**src/common/gch_pkg.sv**
```systemverilog
// constants, opcodes and carrier structs of the remote command handler
// assumes a front end that decodes bus messages and parses program messages
package gch_pkg;

  localparam int unsigned CLK_HZ       = 20000000;
  // least quiet time the controller keeps after a clear, in ms
  localparam int unsigned CLR_QUIET_MS = 100;
  localparam int unsigned CLR_QUIET_CYC = CLK_HZ / 1000 * CLR_QUIET_MS;

  // response size limit in bytes
  localparam int unsigned RESP_LIMIT_B = 10240;
  localparam int unsigned RESP_CNT_W   = 14;

  localparam int unsigned BYTE_W = 8;
  localparam int unsigned ARG_W  = 16;
  localparam logic [ARG_W-1:0] ARG_MAX = 16'h00ff;

  // standard event status bit positions
  localparam int unsigned ESR_OPC = 0;
  localparam int unsigned ESR_QYE = 2;
  localparam int unsigned ESR_DDE = 3;
  localparam int unsigned ESR_EXE = 4;
  localparam int unsigned ESR_CME = 5;

  // status byte bit positions
  localparam int unsigned STB_MAV = 4;
  localparam int unsigned STB_ESB = 5;
  localparam int unsigned STB_RQS = 6;

  localparam logic [BYTE_W-1:0] MASK_RST  = 8'h00;
  localparam logic [BYTE_W-1:0] OPC_REPLY = 8'h01;

  typedef enum logic [3:0] {
    OP_NONE, OP_CLS, OP_ESE, OP_ESE_Q, OP_ESR_Q, OP_OPC, OP_OPC_Q, OP_RST,
    OP_SRE, OP_SRE_Q, OP_STB_Q, OP_TRG, OP_WAI
  } gch_op_t;

  typedef struct packed {
    logic ren;   // remote enable line
    logic lstn;  // addressed to listen
    logic gtl;
    logic llo;
    logic dcl;
    logic sdc;
    logic get;
  } gch_bus_msg_t;

  typedef struct packed {
    logic             valid;
    gch_op_t          op;
    logic             trail;   // data followed a parameterless header
    logic             has_arg;
    logic [ARG_W-1:0] arg;
  } gch_cmd_t;

  typedef struct packed {
    logic              valid;
    logic [BYTE_W-1:0] data;
  } gch_resp_t;

endpackage

```
**src/gch_esr.sv**
```systemverilog
// standard event status register with its enable mask and summary bit
// assumes single cycle set pulses and clear strobes from the handler
`timescale 1ns/1ps
module gch_esr (
  input  wire logic                      sys_clk,
  input  wire logic                      rstn,
  input  wire logic [gch_pkg::BYTE_W-1:0] set_bits,
  input  wire logic                      clr,
  input  wire logic                      mask_wr,
  input  wire logic [gch_pkg::BYTE_W-1:0] mask_wdata,
  output logic      [gch_pkg::BYTE_W-1:0] esr_q,
  output logic      [gch_pkg::BYTE_W-1:0] mask_q,
  output logic                           esb_q
);
  logic [gch_pkg::BYTE_W-1:0] esr_d;
  logic [gch_pkg::BYTE_W-1:0] mask_d;
  logic                      esb_d;

  always_comb begin
    // an event in the clearing cycle survives the clear
    esr_d  = clr ? set_bits : (esr_q | set_bits);
    mask_d = mask_wr ? mask_wdata : mask_q;
    esb_d  = |(esr_d & mask_d);
  end

  always_ff @(posedge sys_clk or negedge rstn) begin
    if (!rstn) begin
      esr_q  <= '0;
      mask_q <= gch_pkg::MASK_RST;
      esb_q  <= 1'b0;
    end else begin
      esr_q  <= esr_d;
      mask_q <= mask_d;
      esb_q  <= esb_d;
    end
  end
endmodule // gch_esr

```
**src/gch_resp_guard.sv**
```systemverilog
// counts response bytes of one message and flags an oversized one
// assumes the formatter marks the final byte of each response with last
`timescale 1ns/1ps
module gch_resp_guard (
  input  wire logic sys_clk,
  input  wire logic rstn,
  input  wire logic flush,
  input  wire logic beat,
  input  wire logic last,
  output logic      over_q,
  output logic      drop_q
);
  logic [gch_pkg::RESP_CNT_W-1:0] cnt_q;
  logic [gch_pkg::RESP_CNT_W-1:0] cnt_d;
  logic                          full_q;
  logic                          full_d;
  logic                          over_d;
  logic                          drop_d;

  localparam logic [gch_pkg::RESP_CNT_W-1:0] LIMIT =
    gch_pkg::RESP_CNT_W'(gch_pkg::RESP_LIMIT_B);

  always_comb begin
    cnt_d  = cnt_q;
    full_d = full_q;
    over_d = 1'b0;
    drop_d = beat && full_q;
    if (flush) begin
      cnt_d  = '0;
      full_d = 1'b0;
    end else if (beat) begin
      // the byte past the limit is refused and raises the error once
      over_d = full_q && (cnt_q == LIMIT);
      if (last) begin
        cnt_d  = '0;
        full_d = 1'b0;
      end else if (!full_q) begin
        cnt_d  = cnt_q + 1'b1;
        full_d = (cnt_q + 1'b1) == LIMIT;
      end else begin
        cnt_d  = '1;
      end
    end
  end

  always_ff @(posedge sys_clk or negedge rstn) begin
    if (!rstn) begin
      cnt_q  <= '0;
      full_q <= 1'b0;
      over_q <= 1'b0;
      drop_q <= 1'b0;
    end else begin
      cnt_q  <= cnt_d;
      full_q <= full_d;
      over_q <= over_d;
      drop_q <= drop_d;
    end
  end
endmodule // gch_resp_guard

```
**src/gch_top.sv**
```systemverilog
// remote command handler: bus messages, common commands, status reporting
// assumes decoded bus messages and parsed commands arrive as one-cycle strobes
//
// Summary of operation
// - go-to-local drops remote state
// - local lockout ignores every front-panel key
// - selected device clear flushes input and output
// - group trigger samples once when external
// - enable mask command stores value 0..255
// - service request mask stored and read back
// - clear status zeroes event registers
// - trailing data after bare header is error
// - response beyond 10 kB is query error
// - compensation in progress makes execution error for comp_locked commands
// - software trigger with internal source errors
// - out-of-range argument makes execution error
// - software trigger samples once
// - operation complete sets event after idle
// - completion query answers only after idle
// - enabled event bits feed summary status
`timescale 1ns/1ps
module gch_top (
  input  wire logic                       sys_clk,
  input  wire logic                       rstn,
  input  wire gch_pkg::gch_bus_msg_t      bus_msg,
  input  wire gch_pkg::gch_cmd_t          cmd,
  input  wire logic                       key_press,
  input  wire logic                       key_is_local,
  input  wire logic                       trig_ext,
  input  wire logic                       comp_busy,
  input  wire logic                       ops_busy,
  input  wire logic                       dev_err,
  input  wire logic                       mav,
  input  wire logic                       resp_beat,
  input  wire logic                       resp_last,
  output logic                            remote_q,
  output logic                            lockout_q,
  output logic                            key_accept_q,
  output logic                            flush_q,
  output logic                            sample_q,
  output logic                            dev_reset_q,
  output logic                            cmd_ready_q,
  output gch_pkg::gch_resp_t              resp_q,
  output logic                            resp_drop_q,
  output logic                            srq_q,
  output logic [gch_pkg::BYTE_W-1:0]      stb_q
);

  // ****************************************************************
  // command classification
  // ****************************************************************

  // commands that take no parameter
  function automatic logic is_bare(input gch_pkg::gch_op_t op);
    return !(op inside {gch_pkg::OP_ESE, gch_pkg::OP_SRE, gch_pkg::OP_NONE});
  endfunction

  // commands refused during open, short or load compensation
  function automatic logic comp_locked(input gch_pkg::gch_op_t op);
    return op inside {gch_pkg::OP_CLS, gch_pkg::OP_ESE, gch_pkg::OP_ESE_Q,
                      gch_pkg::OP_RST, gch_pkg::OP_SRE, gch_pkg::OP_SRE_Q,
                      gch_pkg::OP_STB_Q, gch_pkg::OP_TRG};
  endfunction

  // ****************************************************************
  // state
  // ****************************************************************

  typedef enum logic [1:0] {
    ST_IDLE, ST_OPC_WAIT, ST_OPCQ_WAIT, ST_WAI_WAIT
  } gch_state_t;

  gch_state_t                  state_q;
  gch_state_t                  state_d;
  logic                        remote_d;
  logic                        lockout_d;
  logic                        key_accept_d;
  logic                        flush_d;
  logic                        sample_d;
  logic                        dev_reset_d;
  logic                        cmd_ready_d;
  gch_pkg::gch_resp_t          resp_d;
  logic                        srq_d;
  logic [gch_pkg::BYTE_W-1:0]  stb_d;
  logic [gch_pkg::BYTE_W-1:0]  sre_q;
  logic [gch_pkg::BYTE_W-1:0]  sre_d;

  logic                        take;
  logic                        err_cme;
  logic                        err_exe;
  logic                        run;
  logic                        esr_clr;
  logic                        ese_wr;
  logic [gch_pkg::BYTE_W-1:0]  esr_set;
  logic [gch_pkg::BYTE_W-1:0]  esr_val;
  logic [gch_pkg::BYTE_W-1:0]  ese_val;
  logic                        esb;
  logic                        qye;
  logic                        clear_msg;

  assign clear_msg = bus_msg.dcl || bus_msg.sdc;
  // commands are only taken while no wait is pending
  assign take = cmd.valid && (state_q == ST_IDLE);

  // ****************************************************************
  // error screening
  // ****************************************************************

  always_comb begin
    err_cme = take && is_bare(cmd.op) && cmd.trail;
    err_exe = 1'b0;
    if (take && !err_cme) begin
      if (comp_busy && comp_locked(cmd.op)) begin
        err_exe = 1'b1;
      end else if (cmd.op == gch_pkg::OP_TRG && !trig_ext) begin
        err_exe = 1'b1;
      end else if ((cmd.op inside {gch_pkg::OP_ESE, gch_pkg::OP_SRE}) &&
                   (!cmd.has_arg || cmd.arg > gch_pkg::ARG_MAX)) begin
        err_exe = 1'b1;
      end
    end
    run = take && !err_cme && !err_exe;
  end

  // ****************************************************************
  // local / remote and front panel
  // ****************************************************************

  always_comb begin
    remote_d     = remote_q;
    lockout_d    = lockout_q;
    key_accept_d = 1'b0;
    if (!bus_msg.ren) begin
      remote_d  = 1'b0;
      lockout_d = 1'b0;
    end else begin
      if (bus_msg.llo) begin
        lockout_d = 1'b1;
      end
      if (bus_msg.gtl) begin
        remote_d = 1'b0;
      end else if (bus_msg.lstn) begin
        remote_d = 1'b1;
      end
    end
    if (key_press && !lockout_q) begin
      if (!remote_q) begin
        key_accept_d = 1'b1;
      end else if (key_is_local) begin
        remote_d = 1'b0;
      end
    end
  end

  // ****************************************************************
  // command execution and completion tracking
  // ****************************************************************

  always_comb begin
    state_d     = state_q;
    flush_d     = clear_msg;
    sample_d    = 1'b0;
    dev_reset_d = 1'b0;
    sre_d       = sre_q;
    esr_clr     = 1'b0;
    ese_wr      = 1'b0;
    resp_d      = '0;
    esr_set     = '0;
    esr_set[gch_pkg::ESR_CME] = err_cme;
    esr_set[gch_pkg::ESR_EXE] = err_exe;
    esr_set[gch_pkg::ESR_QYE] = qye;
    esr_set[gch_pkg::ESR_DDE] = dev_err;
    if (bus_msg.get && trig_ext) begin
      sample_d = 1'b1;
    end
    if (run) begin
      unique case (cmd.op)
        gch_pkg::OP_CLS: begin
          esr_clr = 1'b1;
        end
        gch_pkg::OP_ESE: begin
          ese_wr = 1'b1;
        end
        gch_pkg::OP_SRE: begin
          sre_d = cmd.arg[gch_pkg::BYTE_W-1:0];
        end
        gch_pkg::OP_ESE_Q: begin
          resp_d = '{valid: 1'b1, data: ese_val};
        end
        gch_pkg::OP_SRE_Q: begin
          resp_d = '{valid: 1'b1, data: sre_q};
        end
        gch_pkg::OP_ESR_Q: begin
          // reading the event register empties it
          resp_d  = '{valid: 1'b1, data: esr_val};
          esr_clr = 1'b1;
        end
        gch_pkg::OP_STB_Q: begin
          resp_d = '{valid: 1'b1, data: stb_q};
        end
        gch_pkg::OP_TRG: begin
          sample_d = 1'b1;
        end
        gch_pkg::OP_RST: begin
          dev_reset_d = 1'b1;
        end
        gch_pkg::OP_OPC: begin
          state_d = ST_OPC_WAIT;
        end
        gch_pkg::OP_OPC_Q: begin
          state_d = ST_OPCQ_WAIT;
        end
        gch_pkg::OP_WAI: begin
          state_d = ST_WAI_WAIT;
        end
        gch_pkg::OP_NONE: begin
          state_d = state_q;
        end
        default: begin
          state_d = state_q;
        end
      endcase
    end
    // state_q is ST_IDLE whenever run is set, so waits never overlap
    unique case (state_q)
      ST_IDLE: begin
        state_d = state_d;
      end
      ST_OPC_WAIT: begin
        if (!ops_busy) begin
          esr_set[gch_pkg::ESR_OPC] = 1'b1;
          state_d = ST_IDLE;
        end
      end
      ST_OPCQ_WAIT: begin
        if (!ops_busy) begin
          resp_d  = '{valid: 1'b1, data: gch_pkg::OPC_REPLY};
          state_d = ST_IDLE;
        end
      end
      ST_WAI_WAIT: begin
        if (!ops_busy) begin
          state_d = ST_IDLE;
        end
      end
    endcase
    // a clear abandons any pending completion wait; the controller is
    // expected to stay quiet for a while after it
    if (clear_msg) begin
      state_d = ST_IDLE;
      resp_d  = '0;
    end
    cmd_ready_d = (state_d == ST_IDLE);
  end

  // ****************************************************************
  // status byte and service request
  // ****************************************************************

  always_comb begin
    stb_d = '0;
    stb_d[gch_pkg::STB_MAV] = mav;
    stb_d[gch_pkg::STB_ESB] = esb;
    srq_d = |(stb_d & sre_q);
    stb_d[gch_pkg::STB_RQS] = srq_d;
  end

  always_ff @(posedge sys_clk or negedge rstn) begin
    if (!rstn) begin
      state_q      <= ST_IDLE;
      remote_q     <= 1'b0;
      lockout_q    <= 1'b0;
      key_accept_q <= 1'b0;
      flush_q      <= 1'b0;
      sample_q     <= 1'b0;
      dev_reset_q  <= 1'b0;
      cmd_ready_q  <= 1'b1;
      resp_q       <= '0;
      sre_q        <= gch_pkg::MASK_RST;
      srq_q        <= 1'b0;
      stb_q        <= '0;
    end else begin
      state_q      <= state_d;
      remote_q     <= remote_d;
      lockout_q    <= lockout_d;
      key_accept_q <= key_accept_d;
      flush_q      <= flush_d;
      sample_q     <= sample_d;
      dev_reset_q  <= dev_reset_d;
      cmd_ready_q  <= cmd_ready_d;
      resp_q       <= resp_d;
      sre_q        <= sre_d;
      srq_q        <= srq_d;
      stb_q        <= stb_d;
    end
  end

  // ****************************************************************
  // submodules
  // ****************************************************************

  gch_esr u_esr (
    .sys_clk    (sys_clk),
    .rstn       (rstn),
    .set_bits   (esr_set),
    .clr        (esr_clr),
    .mask_wr    (ese_wr),
    .mask_wdata (cmd.arg[gch_pkg::BYTE_W-1:0]),
    .esr_q      (esr_val),
    .mask_q     (ese_val),
    .esb_q      (esb)
  );

  gch_resp_guard u_guard (
    .sys_clk (sys_clk),
    .rstn    (rstn),
    .flush   (clear_msg),
    .beat    (resp_beat),
    .last    (resp_last),
    .over_q  (qye),
    .drop_q  (resp_drop_q)
  );

endmodule // gch_top

```
**config.mk**
```make
export PLATFORM = sky130hd
export DESIGN_NAME = gch_top
export DESIGN_NICKNAME = d
export VERILOG_FILES = /design/src/common/gch_pkg.sv /design/src/gch_esr.sv /design/src/gch_resp_guard.sv /design/src/gch_top.sv
export SDC_FILE = /design/constraint.sdc
export NUM_CORES = 1
export LEC_CHECK = 0
export BUFFER_PORTS_ARGS = -buffer_cell sky130_fd_sc_hd__buf_2
export CORE_ASPECT_RATIO = 0.9
export CORE_MARGIN = 5
export CORE_UTILIZATION = 54
export DETAILED_ROUTE_END_ITERATION = 12
export PLACE_DENSITY = 0.83
export SLEW_MARGIN = 25
export SYNTH_ARGS = -nofsm -noshare
export SYNTH_HDL_FRONTEND = slang
export SYNTH_SLANG_ARGS = --single-unit
```
**constraint.sdc**
```tcl
create_clock -name sys_clk -period 2.49 [get_ports sys_clk]
set_input_delay 0.249 -clock sys_clk [delete_from_list [all_inputs] [get_ports sys_clk]]
set_output_delay 0.249 -clock sys_clk [all_outputs]
set_load 0.005 [all_outputs]
```
==> results <==
- The flow ran to the end, and the final reports show no timing, DRC or antenna violations.
- Synthesis produced between 300 and 400 cells.
- The critical path startpoint category is a flip-flop.
- Between clock sinks in the finished design, the worst skew comes to 0.0101 ns.
- After synthesis the cells add up to 3190 µm².
- The type of element capturing the critical path is a flip-flop.
- The tree is rooted in a sky130_fd_sc_hd__clkbuf_8.
- The total internal power is between 0.0015 and 0.002 W.
- The post-CTS setup buffer count is 0.
- The congestion estimate from routability-driven global placement came to 0.835.
- The starting utilization of the core area is between 50% and 60%.
- For this run, design rule violations remaining after detail routing come to 0.
- The headroom to the max-slew limit is 56.5%.
- Before CTS, the worst setup slack after placement is 0.00379 ns.
- STA puts the critical path data required time at 2.71 ns.
- In this run, flip-flops and latches consume 49.3% of the power.
- Setup repair after global routing left no endpoint under its margin.
- The iteration count of the initial detailed-routing pass is 5.
- The final layout net count is 437.
- The die is between 90 and 100 µm wide.
- After detailed routing, the average wire length per cell comes to roughly 16 µm.
- The core outline area is 5690 µm².
- The power spent charging and discharging nets is 0.000588 W.
- TritonCTS built the clock tree.
- The count of cells in the finished layout, fillers not included, comes to 469.
- The setup TNS after final layout is 0 ns.
- The critical path data arrival time is roughly 2.4 ns.
- Clock tree synthesis inserted a total of 9 buffers.
- The aggregate routed wire length is 7.67 mm.
- In this run the core area contains 26 standard-cell rows.
- The startpoint-to-endpoint class of the critical path is reg2reg.
- The via count is about 2700.
- The vias per cell is 5.82.
- The final critical path takes up roughly 88% of the cycle.
- The number of buffers inserted for hold repair after clock tree synthesis is 1.
- The maximum vdd ir drop is 0.525 mV.
- Once routing completed, OpenROAD measured the worst setup slack at 0.305 ns.
- Summed over all layers, the global routing overflow is 0.
- The transition time at the pin with the least slew margin is around 0.65 ns.
- Net switching is 26.4% of the power.
- The post-synthesis cell type count is 51.
- The initial antenna violation count is 0.
- The count of final max-slew check failures was 0.
- Counting flops and latches in the post-synthesis netlist gives 63.
- The total area of sequential cells is between 1500 and 2000 µm².
- The top-level port count is 67.
- The hold violation count in the final report is 0.
- The overall routing resource usage is 21.5%.
- The top fanout value on the critical path is 6.
- The global-route wire length before repair is 13.1 mm.
- Max-cap violations in this run came to 0.
- Once detail routing completed, the nets flagged for antenna violations numbered 0.
- The synthesized area per cell is 9.90 µm².
- The synthesis-to-finish area growth is 18.8%.
- The DRC marker count from the first detailed-route iteration is 327.
- The y dimension of the die is a little over 80 µm.
- The proportion of synthesized chip area in sequential cells is 49.5%.
- The number of gates resized after cts is 0.
- The reported leakage power is 1.80 nW.
- Once layout is done, the placed cells without fillers occupy 3790 µm².
- The total of endpoints with negative setup slack in the final report is 0.
- For this design, the sink count on the clock tree is 63.
- For this run, the number of Yosys warnings is 0.
- The HPWL after detailed placement is 5.70 mm.
- Derived from the worst setup path, the maximum achievable clock frequency is approximately 0.46 GHz.
- Of the total power, the clock network draws 41.2%.
- In the final layout, the share of cells above drive strength 1 is 30.6%.
- The area of the multi-input gates is 1450 µm².
- The synthesized design contains 0 enable-type register cells.
- The filler cells instantiated in the layout total 433.
- For this design the ratio of total power to cell area is 587 nW/µm².
- The clock tree synthesis step divided the H-tree into 3 levels.
- The proportion of register bits with asynchronous set or reset after synthesis is 100%.
- In this run the tool buffered the top-level ports with 61 buffer cells.
- In the layout the commonest cells are sky130_fd_sc_hd__dfrtp_1, sky130_fd_sc_hd__buf_2, sky130_fd_sc_hd__nor2_1, sky130_fd_sc_hd__o21ai_0, sky130_fd_sc_hd__nand2_1.
- The total instance count after detailed placement is 452.
- The number of diodes added for antenna fixing is 0.
- The post-CTS clock slew at the launch and capture registers of the worst setup and hold paths is ~0.080 ns.
- The via count of the first global-routing pass is 2737.
- In the synthesized netlist the dominant register cell turns out to be sky130_fd_sc_hd__dfrtp_1.
- The share of power burned in combinational logic is 9.5%.
- The most frequent standard cell in the layout excluding fill and tap cells is sky130_fd_sc_hd__dfrtp_1.
- The floorplan step defined a die boundary enclosing ~7500 µm².
- The min-delay analysis places its worst path in the category in2reg.
- In this run the deepest clock path goes through 2 buffers.
- The clock period could shrink to 2.19 ns.
- For the worst-skew pair, the clock arrives at the later sink with an insertion delay of 0.35 ns.
- The maximum number of pins on one net before global-route repair is 30.
- The placed instances occupy a cell area of 3570 µm².
==> sequential cells by signal (all words and copies together), names as in the netlist, 2 cells and up <==
name and count:
state_q 2, sre_q 8, u_guard.cnt_q 14, stb_q 3, u_esr.esr_q 8, u_esr.mask_q 8, resp_q 9
==> kinds of logic (layout without fill, tap and decap cells) <==
group	Yosys count	after routing	synth area share, %
AND/OR/NAND/NOR	127	127	20.5
AO/OA/AOI/OAI	74	74	15.7
flip-flops	63	63	49.5
buffers and inverters	32	105	5.42
multiplexers	16	16	6.12
XOR/XNOR	7	7	1.92
adder cells (fa/ha/maj)	2	2	0.785
other	1	5	0.118
==> per-layer routing <==
metal,routed length (µm),track usage (%)
met1,3280,28.9
met2,3660,33.9
met3,649,6.87
met4,70,4.93
met5,0,0
==> final cells by class <==
class / instances / share of cell area, %
Clock buffer: 9 / 3.27
Clock inverter: 7 / 2.11
Inverter: 14 / 1.39
Multi-Input combinational cell: 231 / 38.4
Sequential cell: 63 / 41.7
Tap cell: 70 / 2.31
Timing Repair Buffer: 75 / 10.9
==> critical path: stages, from the launching register on <==
cell                       delay (ns)
sky130_fd_sc_hd__dfrtp_1         0.43
sky130_fd_sc_hd__nor3b_1         0.21
sky130_fd_sc_hd__buf_4           0.15
sky130_fd_sc_hd__o21ai_1         0.08
sky130_fd_sc_hd__nand2b_4        0.15
sky130_fd_sc_hd__or3_1           0.45
sky130_fd_sc_hd__a21o_2          0.27
sky130_fd_sc_hd__a22oi_1         0.20
sky130_fd_sc_hd__nand4_1         0.11
==> Yosys cell counts (3+ instances only) <==
| library cell | count | area share (%) |
|---|---|---|
| sky130_fd_sc_hd__nor2_1 | 41 | 4.8 |
| sky130_fd_sc_hd__o21ai_0 | 32 | 5.0 |
| sky130_fd_sc_hd__nor3b_1 | 4 | 0.94 |
| sky130_fd_sc_hd__nand2_1 | 23 | 2.7 |
| sky130_fd_sc_hd__a21o_2 | 3 | 0.82 |
| sky130_fd_sc_hd__and2_2 | 3 | 0.71 |
| sky130_fd_sc_hd__buf_2 | 3 | 0.47 |
| sky130_fd_sc_hd__buf_6 | 3 | 1.1 |
| sky130_fd_sc_hd__a22oi_1 | 6 | 1.4 |
| sky130_fd_sc_hd__mux2_2 | 12 | 4.2 |
| sky130_fd_sc_hd__clkbuf_1 | 5 | 0.59 |
| sky130_fd_sc_hd__mux2_4 | 4 | 1.9 |
| sky130_fd_sc_hd__nor3_1 | 11 | 1.7 |
| sky130_fd_sc_hd__nor2b_1 | 4 | 0.78 |
| sky130_fd_sc_hd__and2_1 | 3 | 0.59 |
| sky130_fd_sc_hd__a221oi_1 | 3 | 0.82 |
| sky130_fd_sc_hd__and3_1 | 4 | 0.78 |
| sky130_fd_sc_hd__a222oi_1 | 4 | 1.3 |
| sky130_fd_sc_hd__a211oi_1 | 3 | 0.71 |
| sky130_fd_sc_hd__nor4_1 | 6 | 1.2 |
| sky130_fd_sc_hd__inv_1 | 14 | 1.6 |
| sky130_fd_sc_hd__buf_4 | 7 | 1.6 |
| sky130_fd_sc_hd__xor2_1 | 4 | 1.1 |
| sky130_fd_sc_hd__dfrtp_1 | 62 | 49 |
| sky130_fd_sc_hd__xnor2_1 | 3 | 0.82 |
| sky130_fd_sc_hd__a21oi_1 | 9 | 1.4 |
| sky130_fd_sc_hd__nand4b_1 | 4 | 1.1 |
| sky130_fd_sc_hd__nand3_1 | 10 | 1.6 |
==> power by group through the flow <==
| stage | logic [W] | clock network, W | registers, W |
|---|---|---|---|
| 6_report | 0.000210 | 0.000917 | 0.00110 |
| 5_1_grt | 0.000241 | 0.000984 | 0.00110 |
| 4_1_cts | 0.000211 | 0.000932 | 0.00110 |
| 3_5_place_dp | 0.000208 | 0 | 0.00112 |
| 3_3_place_gp | 0.000200 | 0 | 0.00111 |
| 2_1_floorplan | 0.000120 | 0 | 0.00111 |
==> stage by stage <==
stage / hold slack [ns] / total power, W / utilization (%)
2_1_floorplan: -0.0466 / 0.00123 / -
3_3_place_gp: 0.303 / 0.00131 / 62.8
3_5_place_dp: 0.310 / 0.00132 / 62.8
4_1_cts: 0.0120 / 0.00224 / 66.5
5_1_grt: 0.00126 / 0.00233 / 66.5
6_report: 0.0225 / 0.00222 / 66.5
==> path summary, 6_finish.rpt <==
path | from | end | slack [ns] | cells after the start
setup reg to reg | state_q[1] | u_esr.esb_q | 0.30 | 8
max in group asynchronous | rstn | resp_q[1] | 1.26 | 3
hold reg to reg | u_esr.esb_q | stb_q[5] | 0.41 | 0
setup / recovery | state_q[1] | u_esr.esb_q | 0.30 | 8
min in group asynchronous | rstn | u_guard.cnt_q[2] | 0.46 | 2
hold / removal | mav | stb_q[4] | 0.02 | 1
Note: power is estimated with default switching activity, not from simulation.
